### src/logic/rsml_cfg.svh
// Constants of the remote slave map and link health register group.
// Assumes inclusion by bare name from every file that needs offsets or fields.
`ifndef RSML_CFG_SVH
`define RSML_CFG_SVH

`define RSML_OFS_CONTROL 8'h04
`define RSML_OFS_TARGET 8'h07
`define RSML_OFS_ALIAS 8'h08
`define RSML_OFS_COUNT_LOW 8'h0a
`define RSML_OFS_COUNT_HIGH 8'h0b
`define RSML_OFS_STATUS 8'h0c
`define RSML_OFS_PORT_SELECT 8'h10
`define RSML_OFS_IRQ_STATUS 8'h11
`define RSML_OFS_IRQ_MASK 8'h12

`define RSML_BIT_CRC_RESET 5
`define RSML_BIT_PORT_SELECT 0
`define RSML_BIT_LINK_LOST 4
`define RSML_BIT_SELF_TEST_ERR 3
`define RSML_BIT_CLOCK_PRESENT 2
`define RSML_BIT_REMOTE_ERR 1
`define RSML_BIT_LINK_DETECT 0

`define RSML_IRQ_LINK_LOST 0
`define RSML_IRQ_REMOTE_ERR 1
`define RSML_IRQ_SELF_TEST_ERR 2
`define RSML_IRQ_CLOCK_CHANGE 3
`define RSML_IRQ_COUNT_WRAP 4

`define RSML_RESET_ADDR 7'h00
`define RSML_RESET_COUNT 16'h0000
`define RSML_RESET_BYTE 8'h00

`endif

### src/logic/rsml_pkg.sv
// Types shared by the remote slave map and link health register group.
// Assumes nothing beyond a SystemVerilog compiler.
package rsml_pkg;
  typedef logic [7:0] rsml_byte_t;
  typedef logic [6:0] rsml_i2c_addr_t;
  typedef logic [15:0] rsml_count_t;
  typedef logic [0:0] rsml_port_t;
endpackage : rsml_pkg

### src/logic/rsml_port_if.sv
// Bundle between the register front end and one per-port state block.
// Assumes both ends run on the same clock.
interface rsml_port_if;
  import rsml_pkg::*;
  logic wrTarget;
  logic wrAlias;
  rsml_byte_t wrData;
  logic crcClear;
  logic crcErr;
  logic bistActive;
  logic bistRestart;
  logic linkUp;
  logic linkDownEvt;
  rsml_i2c_addr_t target;
  rsml_i2c_addr_t aliasAddr;
  rsml_count_t count;
  logic linkLost;
  logic bistErr;
  logic desErr;
  logic countWrap;
  modport ctl (
    output wrTarget, wrAlias, wrData, crcClear, crcErr, bistActive, bistRestart,
    output linkUp, linkDownEvt,
    input target, aliasAddr, count, linkLost, bistErr, desErr, countWrap
  );
  modport st (
    input wrTarget, wrAlias, wrData, crcClear, crcErr, bistActive, bistRestart,
    input linkUp, linkDownEvt,
    output target, aliasAddr, count, linkLost, bistErr, desErr, countWrap
  );
endinterface : rsml_port_if

### src/logic/rsml_port_state.sv
// State of one serial port: address map, error counter and sticky flags.
// Assumes events arrive as one-cycle pulses on the block clock.
`include "rsml_cfg.svh"
module rsml_port_state (
  input wire logic sys_clk,
  input wire logic rst,
  rsml_port_if.st port
);
  import rsml_pkg::*;

  always_ff @(posedge sys_clk or posedge rst) begin
    if (rst) begin
      port.target <= `RSML_RESET_ADDR;
      port.aliasAddr <= `RSML_RESET_ADDR;
    end else begin
      if (port.wrTarget) begin
        port.target <= port.wrData[7:1];
      end
      if (port.wrAlias) begin
        port.aliasAddr <= port.wrData[7:1];
      end
    end
  end

  always_ff @(posedge sys_clk or posedge rst) begin
    if (rst) begin
      port.count <= `RSML_RESET_COUNT;
      port.countWrap <= 1'b0;
    end else begin
      port.countWrap <= 1'b0;
      if (port.crcClear) begin
        port.count <= `RSML_RESET_COUNT;
      end else if (port.crcErr) begin
        port.count <= port.count + 16'h0001;
        port.countWrap <= (port.count == 16'hffff);
      end
    end
  end

  always_ff @(posedge sys_clk or posedge rst) begin
    if (rst) begin
      port.linkLost <= 1'b0;
    end else if (port.linkDownEvt) begin
      port.linkLost <= 1'b1;
    end else if (port.crcClear) begin
      port.linkLost <= 1'b0;
    end
  end

  always_ff @(posedge sys_clk or posedge rst) begin
    if (rst) begin
      port.bistErr <= 1'b0;
    end else if (port.crcErr && port.bistActive) begin
      port.bistErr <= 1'b1;
    end else if (port.linkDownEvt || port.bistRestart || port.crcClear) begin
      port.bistErr <= 1'b0;
    end
  end

  always_ff @(posedge sys_clk or posedge rst) begin
    if (rst) begin
      port.desErr <= 1'b0;
    end else if (port.crcErr && !port.bistActive) begin
      port.desErr <= 1'b1;
    end else if (port.linkDownEvt || port.crcClear) begin
      port.desErr <= 1'b0;
    end
  end
endmodule : rsml_port_state

### src/logic/rsml_top.sv
// Register group for remote slave address mapping and back-channel health.
// Assumes link detect and clock detect arrive asynchronously from the link
// front end; CRC error pulses, self-test activity and I2C requests come from
// logic on sys_clk.
`include "rsml_cfg.svh"

module rsml_top #(
  parameter int NUM_PORTS = 2
) (
  input wire logic sys_clk,
  input wire logic rst,
  input wire rsml_pkg::rsml_byte_t regAddr,
  input wire rsml_pkg::rsml_byte_t regWrData,
  input wire logic regWr,
  input wire logic regRd,
  output rsml_pkg::rsml_byte_t regRdData,
  output logic irq,
  input wire logic [1:0] linkDetectPin,
  input wire logic clockDetectPin,
  input wire logic [1:0] backCrcErr,
  input wire logic [1:0] selfTestActive,
  input wire logic reqValid,
  input wire rsml_pkg::rsml_i2c_addr_t reqAddr,
  output logic fwdValid,
  output rsml_pkg::rsml_i2c_addr_t fwdAddr,
  output rsml_pkg::rsml_port_t fwdPort,
  output logic fwdBlocked,
  output logic fwdLocal
);
  import rsml_pkg::*;

  // Decodes whether an address hits a given register offset.
  function automatic logic hits(input rsml_byte_t addr, input rsml_byte_t ofs);
    hits = (addr == ofs);
  endfunction : hits

  // Decodes whether a mapping entry is enabled and matches an address.
  function automatic logic mapHit(input rsml_i2c_addr_t tgt, input rsml_i2c_addr_t als,
                                  input rsml_i2c_addr_t addr);
    mapHit = (als != `RSML_RESET_ADDR) && (tgt != `RSML_RESET_ADDR) && (als == addr);
  endfunction : mapHit

  rsml_port_if ports [NUM_PORTS] ();

  logic portSel_reg;
  rsml_byte_t irqStatus_reg;
  rsml_byte_t irqStatus_next;
  rsml_byte_t irqMask_reg;
  logic crcClear_reg;
  logic crcClearPort_reg;
  logic [1:0] linkMeta_reg;
  logic [1:0] linkSync_reg;
  logic [1:0] linkPrev_reg;
  logic clockMeta_reg;
  logic clockSync_reg;
  logic clockPrev_reg;
  logic [1:0] bistPrev_reg;
  rsml_byte_t statusSel;
  rsml_i2c_addr_t selTarget;
  rsml_i2c_addr_t selAlias;
  rsml_count_t selCount;
  logic selLinkLost;
  logic selBistErr;
  logic selDesErr;
  logic selLinkUp;
  logic [NUM_PORTS-1:0] evtLost;
  logic [NUM_PORTS-1:0] evtDes;
  logic [NUM_PORTS-1:0] evtBist;
  logic [NUM_PORTS-1:0] evtWrap;
  logic [NUM_PORTS-1:0] mapMatch;
  logic [NUM_PORTS-1:0] aliasMatch;
  rsml_i2c_addr_t [NUM_PORTS-1:0] targets;
  rsml_i2c_addr_t [NUM_PORTS-1:0] aliases;
  rsml_count_t [NUM_PORTS-1:0] counts;
  logic [NUM_PORTS-1:0] lostFlags;
  logic [NUM_PORTS-1:0] bistFlags;
  logic [NUM_PORTS-1:0] desFlags;
  logic wrCtrl;
  logic rdIrqStatus;
  logic wrPortSel;
  logic wrMask;
  logic wrTargetAny;
  logic wrAliasAny;

  assign wrCtrl = regWr && hits(regAddr, `RSML_OFS_CONTROL);
  assign rdIrqStatus = regRd && hits(regAddr, `RSML_OFS_IRQ_STATUS);
  assign wrPortSel = regWr && hits(regAddr, `RSML_OFS_PORT_SELECT);
  assign wrMask = regWr && hits(regAddr, `RSML_OFS_IRQ_MASK);
  assign wrTargetAny = regWr && hits(regAddr, `RSML_OFS_TARGET);
  assign wrAliasAny = regWr && hits(regAddr, `RSML_OFS_ALIAS);

  // Link detect comes from outside the clock domain.
  always_ff @(posedge sys_clk or posedge rst) begin
    if (rst) begin
      linkMeta_reg <= 2'h0;
      linkSync_reg <= 2'h0;
    end else begin
      linkMeta_reg <= linkDetectPin;
      linkSync_reg <= linkMeta_reg;
    end
  end

  // Previous synchronised link state, used to find a loss of link.
  always_ff @(posedge sys_clk or posedge rst) begin
    if (rst) begin
      linkPrev_reg <= 2'h0;
    end else begin
      linkPrev_reg <= linkSync_reg;
    end
  end

  // Clock detect comes from outside the clock domain as well.
  always_ff @(posedge sys_clk or posedge rst) begin
    if (rst) begin
      clockMeta_reg <= 1'b0;
      clockSync_reg <= 1'b0;
    end else begin
      clockMeta_reg <= clockDetectPin;
      clockSync_reg <= clockMeta_reg;
    end
  end

  // Previous synchronised clock state, used to flag a change of clock.
  always_ff @(posedge sys_clk or posedge rst) begin
    if (rst) begin
      clockPrev_reg <= 1'b0;
    end else begin
      clockPrev_reg <= clockSync_reg;
    end
  end

  // A rising edge of self-test activity marks a restart.
  always_ff @(posedge sys_clk or posedge rst) begin
    if (rst) begin
      bistPrev_reg <= 2'h0;
    end else begin
      bistPrev_reg <= selfTestActive;
    end
  end

  // The reset bit acts as a one-cycle pulse and reads back as zero.
  always_ff @(posedge sys_clk or posedge rst) begin
    if (rst) begin
      crcClear_reg <= 1'b0;
    end else begin
      crcClear_reg <= wrCtrl && regWrData[`RSML_BIT_CRC_RESET];
    end
  end

  // The clear goes to the port selected at the write edge, not at the pulse.
  always_ff @(posedge sys_clk or posedge rst) begin
    if (rst) begin
      crcClearPort_reg <= 1'b0;
    end else if (wrCtrl) begin
      crcClearPort_reg <= portSel_reg;
    end
  end

  always_ff @(posedge sys_clk or posedge rst) begin
    if (rst) begin
      portSel_reg <= 1'b0;
    end else if (wrPortSel) begin
      portSel_reg <= regWrData[`RSML_BIT_PORT_SELECT];
    end
  end

  always_ff @(posedge sys_clk or posedge rst) begin
    if (rst) begin
      irqMask_reg <= `RSML_RESET_BYTE;
    end else if (wrMask) begin
      irqMask_reg <= regWrData;
    end
  end

  // Each port gets its own state block; writes reach only the selected one.
  genvar gi;
  generate
    for (gi = 0; gi < NUM_PORTS; gi = gi + 1) begin : g_port
      logic isSel;
      assign isSel = (portSel_reg == 1'(gi));
      assign ports[gi].wrTarget = wrTargetAny && isSel;
      assign ports[gi].wrAlias = wrAliasAny && isSel;
      assign ports[gi].wrData = regWrData;
      assign ports[gi].crcClear = crcClear_reg && (crcClearPort_reg == 1'(gi));
      assign ports[gi].crcErr = backCrcErr[gi];
      assign ports[gi].bistActive = selfTestActive[gi];
      assign ports[gi].bistRestart = selfTestActive[gi] && !bistPrev_reg[gi];
      assign ports[gi].linkUp = linkSync_reg[gi];
      assign ports[gi].linkDownEvt = linkPrev_reg[gi] && !linkSync_reg[gi];
      assign targets[gi] = ports[gi].target;
      assign aliases[gi] = ports[gi].aliasAddr;
      assign counts[gi] = ports[gi].count;
      assign lostFlags[gi] = ports[gi].linkLost;
      assign bistFlags[gi] = ports[gi].bistErr;
      assign desFlags[gi] = ports[gi].desErr;
      assign evtLost[gi] = ports[gi].linkDownEvt;
      assign evtDes[gi] = backCrcErr[gi] && !selfTestActive[gi];
      assign evtBist[gi] = backCrcErr[gi] && selfTestActive[gi];
      assign evtWrap[gi] = ports[gi].countWrap;
      assign aliasMatch[gi] = (ports[gi].aliasAddr == reqAddr) &&
                              (ports[gi].aliasAddr != `RSML_RESET_ADDR);
      assign mapMatch[gi] = mapHit(ports[gi].target, ports[gi].aliasAddr, reqAddr);
      rsml_port_state u_state (
        .sys_clk(sys_clk),
        .rst(rst),
        .port(ports[gi])
      );
    end
  endgenerate

  // Per-port view steered by the port-select bit.
  always_comb begin
    selTarget = targets[portSel_reg];
    selAlias = aliases[portSel_reg];
    selCount = counts[portSel_reg];
    selLinkLost = lostFlags[portSel_reg];
    selBistErr = bistFlags[portSel_reg];
    selDesErr = desFlags[portSel_reg];
    selLinkUp = linkSync_reg[portSel_reg];
  end

  always_comb begin
    statusSel = `RSML_RESET_BYTE;
    statusSel[`RSML_BIT_LINK_LOST] = selLinkLost;
    statusSel[`RSML_BIT_SELF_TEST_ERR] = selBistErr;
    statusSel[`RSML_BIT_CLOCK_PRESENT] = clockSync_reg;
    statusSel[`RSML_BIT_REMOTE_ERR] = selDesErr;
    statusSel[`RSML_BIT_LINK_DETECT] = selLinkUp;
  end

  // Sticky event bits; a new event in the read cycle survives the clear.
  always_comb begin
    irqStatus_next = irqStatus_reg;
    if (rdIrqStatus) begin
      irqStatus_next = `RSML_RESET_BYTE;
    end
    if (|evtLost) begin
      irqStatus_next[`RSML_IRQ_LINK_LOST] = 1'b1;
    end
    if (|evtDes) begin
      irqStatus_next[`RSML_IRQ_REMOTE_ERR] = 1'b1;
    end
    if (|evtBist) begin
      irqStatus_next[`RSML_IRQ_SELF_TEST_ERR] = 1'b1;
    end
    if (clockSync_reg != clockPrev_reg) begin
      irqStatus_next[`RSML_IRQ_CLOCK_CHANGE] = 1'b1;
    end
    if (|evtWrap) begin
      irqStatus_next[`RSML_IRQ_COUNT_WRAP] = 1'b1;
    end
  end

  always_ff @(posedge sys_clk or posedge rst) begin
    if (rst) begin
      irqStatus_reg <= `RSML_RESET_BYTE;
    end else begin
      irqStatus_reg <= irqStatus_next;
    end
  end

  always_ff @(posedge sys_clk or posedge rst) begin
    if (rst) begin
      irq <= 1'b0;
    end else begin
      irq <= |(irqStatus_next & irqMask_reg);
    end
  end

  // Read data stand in the cycle after the read strobe only.
  always_ff @(posedge sys_clk or posedge rst) begin
    if (rst) begin
      regRdData <= `RSML_RESET_BYTE;
    end else if (!regRd) begin
      regRdData <= `RSML_RESET_BYTE;
    end else begin
      unique case (regAddr)
        `RSML_OFS_TARGET: begin
          regRdData <= {selTarget, 1'b0};
        end
        `RSML_OFS_ALIAS: begin
          regRdData <= {selAlias, 1'b0};
        end
        `RSML_OFS_COUNT_LOW: begin
          regRdData <= selCount[7:0];
        end
        `RSML_OFS_COUNT_HIGH: begin
          regRdData <= selCount[15:8];
        end
        `RSML_OFS_STATUS: begin
          regRdData <= statusSel;
        end
        `RSML_OFS_PORT_SELECT: begin
          regRdData <= {7'h00, portSel_reg};
        end
        `RSML_OFS_IRQ_STATUS: begin
          regRdData <= irqStatus_reg;
        end
        `RSML_OFS_IRQ_MASK: begin
          regRdData <= irqMask_reg;
        end
        default: begin
          regRdData <= `RSML_RESET_BYTE;
        end
      endcase
    end
  end

  // Address translation: port 0 wins if both ports hold enabled entries for the same alias.
  always_ff @(posedge sys_clk or posedge rst) begin
    if (rst) begin
      fwdValid <= 1'b0;
      fwdAddr <= `RSML_RESET_ADDR;
      fwdPort <= 1'b0;
      fwdBlocked <= 1'b0;
      fwdLocal <= 1'b0;
    end else begin
      fwdValid <= 1'b0;
      fwdBlocked <= 1'b0;
      fwdLocal <= 1'b0;
      if (reqValid) begin
        if (mapMatch[0]) begin
          fwdValid <= 1'b1;
          fwdAddr <= targets[0];
          fwdPort <= 1'b0;
        end else if (mapMatch[NUM_PORTS-1]) begin
          fwdValid <= 1'b1;
          fwdAddr <= targets[NUM_PORTS-1];
          fwdPort <= 1'b1;
        end else if (|aliasMatch) begin
          fwdBlocked <= 1'b1;
        end else begin
          fwdLocal <= 1'b1;
        end
      end
    end
  end
endmodule : rsml_top

### config.mk
export PLATFORM = sky130hd
export DESIGN_NAME = rsml_top
export DESIGN_NICKNAME = d
export VERILOG_FILES = /design/src/logic/rsml_pkg.sv /design/src/logic/rsml_port_if.sv /design/src/logic/rsml_port_state.sv /design/src/logic/rsml_top.sv
export VERILOG_INCLUDE_DIRS = /design/src /design/src/logic
export SDC_FILE = /design/constraint.sdc
export NUM_CORES = 1
export LEC_CHECK = 0
export BUFFER_PORTS_ARGS = -buffer_cell sky130_fd_sc_hd__buf_2
export CORE_MARGIN = 2
export CORE_UTILIZATION = 53
export CTS_CLUSTER_SIZE = 30
export DETAILED_ROUTE_END_ITERATION = 10
export GPL_TIMING_DRIVEN = 0
export PLACE_DENSITY = 0.75
export REMOVE_ABC_BUFFERS = 1
export SLEW_MARGIN = 40
export SYNTH_ARGS = -nofsm -noshare
export SYNTH_HDL_FRONTEND = slang
export SYNTH_SLANG_ARGS = --single-unit
### constraint.sdc
create_clock -name sys_clk -period 3.6 [get_ports sys_clk]
set_input_delay 0.54 -clock sys_clk [delete_from_list [all_inputs] [get_ports sys_clk]]
set_output_delay 0.54 -clock sys_clk [all_outputs]
set_load 0.02 [all_outputs]
Word-level counts from Yosys, hierarchy flattened

Cells that the tools add are included.

Order comparisons: 1
Bitwise operators: 3
$mul: 0
Add/sub/neg operators: 2
Equal/unequal tests: 14
Divide/modulo/power cells: 0
Reductions and logical operators: 59
Mux-type cells: 57
Shift-type cells: 0

Operators by type and width:

| cell                    | count |
|---|---|
| $mux W16                | 6 |
| $pmux W8 S8             | 1 |
| $mux W1                 | 42 |
| $mux W7                 | 6 |
| $add A16 B1 Y16 const B | 2 |
| $eq A16 B16 Y1 const B  | 2 |
| $eq A8 B4 Y1 const B    | 4 |
| $reduce_bool A7 Y1      | 4 |
| $logic_and A1 B1 Y1     | 27 |
| $eq A8 B5 Y1 const B    | 3 |
| $reduce_bool A2 Y1      | 9 |
| $eq A8 B3 Y1 const B    | 2 |
| $mux W8                 | 2 |
| $eq A7 B7 Y1            | 2 |
| $reduce_or A2 Y1        | 5 |
| $and A8 B8 Y8           | 1 |
| $reduce_or A8 Y1        | 1 |
| $logic_not A1 Y1        | 6 |
| $logic_or A1 B1 Y1      | 6 |
| $lt A1 B2 Y1 const B    | 1 |
| $not A1 Y1              | 2 |
| $reduce_and A2 Y1       | 1 |
| $ne A1 B1 Y1            | 1 |

Bits in writable memories: 0
Latch bits: 0
Output and inout port bits: 20
Memories: 0
ROM bits: 0
Word-level logic and storage cells: 169
Register bits: 118
Bits of input ports: 35

Longest topological paths before layout

Depth after elaboration: 7
Depth in mapped cells: 7
Gate-level depth less buffers: 6

Modules after synthesis

A second synthesis with hierarchy kept.

Cell total of the unflattened synthesis: 520
Area, all modules: 5919.4 um^2

Modules (own cells, without submodules):

| module          | times used | seq. area each (um^2) | area each (um^2) | cells an instance |
|---|---|---|---|---|
| rsml_port_state | 2          | 850.8                 | 1491.4           | 128 |
| rsml_top        | 1          | 1251.2                | 2936.6           | 264 |

Worst setup path before layout

Ideal clock, no wire load.

Path kind: input to register
From: input regAddr[5]
To: register g_port[0].u_state.port.target[0]
Required time: 3.475 ns
Library setup time: 0.125 ns
Stages: 5
Buffers on the path: 1
Data arrival time: 1.990 ns
Slack: 1.485 ns
Path through: or4_4 -> nor2_1 -> and4b_1 -> buf_2 -> mux2_2

Longest elaborated chain between the ends: 3

RTL lines:

| item                   | line                  | source |
|---|---|---|
| start: declaration     | rsml_top.sv:12        | `input wire rsml_pkg::rsml_byte_t regAddr,` |
| $eq A8 B3 Y1           | rsml_top.sv:34        | `hits = (addr == ofs);` |
| $logic_and A1 B1 Y1    | rsml_top.sv:89        | `` assign wrTargetAny = regWr && hits(regAddr, `RSML_OFS_TARGET); `` |
| $logic_and A1 B1 Y1    | rsml_top.sv:181       | `assign ports[gi].wrTarget = wrTargetAny && isSel;` |
| end signal: assignment | rsml_port_state.sv:13 | `` port.target <= `RSML_RESET_ADDR; `` |
| end signal: assignment | rsml_port_state.sv:17 | `port.target <= port.wrData[7:1];` |
| end: declaration       | rsml_port_if.sv:29    | `output target, aliasAddr, count, linkLost, bistErr, desErr, countWrap` |

Every way passes these cells.
A chain may end at the register's enable or synchronous reset.

Worst setup path after layout

From: register g_port[1].u_state.port.aliasAddr[2]
To: register fwdAddr[6]

Longest elaborated chain between the ends: 5
Elaborated cells between the ends (all ways): 6
Classes of those cells: eq/ne: 1; reduce/logical: 5

RTL lines:

| item                             | line                  | source |
|---|---|---|
| start: declaration               | rsml_port_if.sv:29    |  |
| start signal: assignment         | rsml_port_state.sv:14 | `` port.aliasAddr <= `RSML_RESET_ADDR; `` |
| start signal: assignment         | rsml_port_state.sv:20 | `port.aliasAddr <= port.wrData[7:1];` |
| $reduce_bool A7 Y1 (no line)     | --                    |  |
| $logic_and A1 B1 Y1              | rsml_top.sv:40        | `` mapHit = (als != `RSML_RESET_ADDR) && (tgt != `RSML_RESET_ADDR) && (als == addr); `` |
| $logic_and A1 B1 Y1 (*)          | rsml_top.sv:40        |  |
| $reduce_bool A2 Y1 (no line) (*) | --                    |  |
| $reduce_and A2 Y1 (no line) (*)  | --                    |  |
| end signal: assignment           | rsml_top.sv:313       | `` fwdAddr <= `RSML_RESET_ADDR; `` |
| end signal: assignment           | rsml_top.sv:324       | `fwdAddr <= targets[0];` |
| end signal: assignment           | rsml_top.sv:328       | `fwdAddr <= targets[NUM_PORTS-1];` |
| end: declaration                 | rsml_top.sv:25        | `output rsml_pkg::rsml_i2c_addr_t fwdAddr,` |

Every way passes the cells marked *; elsewhere a longest branch is shown, timed or not.

==> run_results.csv <==
group,metric,value,unit
timing,hold_viol,0,
clock_tree,cts_tree,"done",
setup_path,critPathArrivalTime,2.66,ns
floorplan,ioPinCount,55,
route,post-route-drc-count,0,
clock_tree,cts_hold_repair.buffers,0,
timing,sum_neg_setup_slack,0,ns
yosys,yosys.area_share.simple,0.158,
clock_tree,clk_pin_slew_worst_paths,0.06,ns
yosys,synth-compound-area-share,0.0825,
global_route,grt_pass1_vias,4221,
finish,finish.net_count,596,
setup_path,worst-endpoint-required,4.00,ns
yosys,synth_async_sr_flop_share,1.00,
floorplan,die_height,107,um
yosys,multiplexer_share_of_the_synthesized_area,0.162,
global_route,grt_overflow,0,
placed_design,placedCellCount,676,
route,drt-pass1-iter-count,6,
finish,syn2layout_area_growth,17.7,%
timing,worst_slew_margin_rel,0.527,
timing,report.final.slew_viol_count,0,
pwr,static-leakage-power,3.09,nW
pwr,power_per_cell_area,530,mW/mm2
yosys,synthDominantAreaCellType,"dfrtp_1",
global_route,maximum_number_of_pins_on_one_net_before_global_route_repair,61,
yosys,ys_dominant_reg_cell,"dfrtp_1",
route,wirelength,14.0,mm
global_route,grt_use_total,0.255,
finish,num-fill-cells,805,
route,ant_nets,0,
placed_design,hpwlAfterDp,9.96,mm
yosys,yosys.area_share.xor_xnor,0.0556,
min_path,holdCritPathClass,"primary input to async pin",
clock_tree,total_cts_buffers,17,
yosys,synthCells,500,
pwr,totalPowerFinal,3.54,mW
placed_design,gpl.final_weighted_congestion,0.918,
route,detail_route.iter0.violations,391,
finish,layout_commonest_cell,"dfrtp_1",
global_route,grt_antenna_before_repair,0,
setup_path,crit_path_end_kind,"flop",
clock_tree,cts_repair_resize_count,0,
finish,largest_register_ff_count,32,
timing,final.period_utilization,0.628,
yosys,yosys.cell_types.count,54,
route,detail_route.wl_per_cell,19.8,um
yosys,synth_edf_count,0,
timing,grt_setup_unrepaired,"false",
finish,reg.largest.list,"g_port.u_state.port.count: 32 flops, g_port.u_state.port.aliasAddr: 14 flops, g_port.u_state.port.target: 14 flops",
clock_tree,ctsRootBufferMaster,"clkbuf_8",
yosys,synth_fa_ha_area_frac,0.00441,
yosys,synth_top_family_by_area,"multiplexers",
route,post_drt_via_cell_ratio,6.06,
clock_tree,clkLatencyLatePin,0.52,ns
yosys,total_standard_cell_area_after_synthesis,0.00567,mm2
timing,hold-worst-slack,0.0363,ns
global_route,global_route_wire_length_before_repair,22.1,mm
floorplan,placementRows,37,
clock_tree,post_cts.repair.setup_buffers,0,
finish,share_of_final_layout_standard_cells_stronger_than_drive_strength_1,0.282,
finish,mostFrequentLayoutCells,"117 x dfrtp_1, 56 x mux2_2, 54 x buf_2",
placed_design,placement.cell_area,0.00611,mm2
setup_path,critical_path.startpoint_type,"flop",
route,vias,4283,
flow_run,cap_viol_max_count,0,
yosys,post_synth_main_area_contributors,"dfrtp_1 52%, mux2_2 11%, mux2i_1 5.1%, xor2_1 3.6%, nor2_1 2.5%",
clock_tree,cts.sinks,118,
floorplan,core_footprint,0.0104,mm2
yosys,seq_area_frac_synth,0.520,
floorplan,chipWidth,107,um
setup_path,worst_setup_path_type,"flop to flop",
pwr,peakVddDrop,0.395,mV
yosys,synth-seq-cells,118,
clock_tree,cts_max_path_buffers,2,
timing,max_freq,443,MHz
timing,finalClockSkew,0.00993,ns
finish,final_design_area_no_fill,0.00668,mm2
yosys,ys.warnings.count,0,
timing,final_period_minus_worst_setup_slack,2.26,ns
timing,worst_slew_pin_slew,0.706,ns
finish,layoutNonFillerInstCount,707,
outcome,run_status,"finished, final reports clean",
timing,report.final.setup_viol,0,
placed_design,portbufs,54,
setup_path,critPathMaxFanout,9,
finish,registers.top_by_ff_count,"g_port.u_state.port.count",
yosys,syn-mean-instance-area,11.3,um2
floorplan,initial_core_util,0.547,
floorplan,die-area,0.0115,mm2
clock_tree,cts-htree-levels,4,
yosys,synth_top_cell_area_share,0.520,
finish,num_antenna_cells,0,
-- cell families after synthesis --
kind of cell             after synthesis
AND/OR/NAND/NOR                      166
AO/OA/AOI/OAI                         69
multiplexers                          85
buffers and inverters                 24
adder cells (fa/ha/maj)                2
flip-flops                           118
XOR/XNOR                              36
-- layer usage --
layer / GRT usage / routed length (um) / up-vias
li1: - / - / 1950
met1: 0.347 / 6240 / 2132
met2: 0.394 / 6490 / 164
met3: 0.0672 / 929 / 37
met4: 0.0980 / 331 / 0
met5: 0 / 0 / -
-- worst paths after layout --
| path | startpoint | to | slack (ns) | cells after the start |
|---|---|---|---|---|
| min in group sys_clk | clockDetectPin | clockMeta_reg | 0.12 | 1 |
| max in group asynchronous | rst | g_port[1].isSel | 2.91 | 3 |
| setup / recovery | g_port[1].u_state.port.aliasAddr[2] | fwdAddr[6] | 1.34 | 5 |
| hold reg to reg | clockMeta_reg | clockSync_reg | 0.35 | 0 |
| hold / removal | rst | g_port[1].u_state.port.aliasAddr[1] | 0.04 | 2 |
| setup reg to reg | g_port[1].u_state.port.aliasAddr[2] | fwdAddr[6] | 1.34 | 5 |
-- cells in the mapped netlist (all sizes together) (3+ instances only) --
library cell,n
a221oi,3
inv,8
nor4,4
and2,5
a22oi,5
nand2,38
nor3,12
clkbuf,10
mux2i,29
nand2b,5
a222oi,5
xnor2,13
nor2b,7
buf,6
nand4,14
nor2,39
mux2,56
a21oi,16
dfrtp,118
o22ai,12
or3,9
xor2,23
and3,5
o21ai,11
nand3,18
or4,4
-- power by group --
group	leakage [nW]	internal, mW	switching (mW)
Clock	0.279	0.987	0.631
Sequential	1.55	1.43	0.132
Combinational	1.26	0.161	0.202
-- critical path: stages, from the launching register on --
cell and delay [ns]:
dfrtp_1 0.42, or4_1 0.53, o41ai_1 0.44, o2bb2ai_1 0.23, nand2_4 0.18, mux2_2 0.35
-- layout make-up --
cell class | instances | area, um2 | area share
well taps | 136 | 170 | 0.0255
flip-flops and latches | 118 | 2960 | 0.443
multi-input cells | 358 | 2630 | 0.394
clock buffers | 17 | 414 | 0.0620
inverters | 8 | 37.5 | 0.00562
clock inverters | 14 | 153 | 0.0229
repair buffers | 56 | 318 | 0.0476
-- per-stage QoR --
step	utilization	setup slack, ns
after detailed placement	0.589	1.13
after floorplan	-	-0.0691
after global placement	0.583	-1.27
after global routing	0.644	1.18
final	0.644	1.34
after CTS	0.644	1.30
Note: power is estimated with default switching activity, not from simulation.
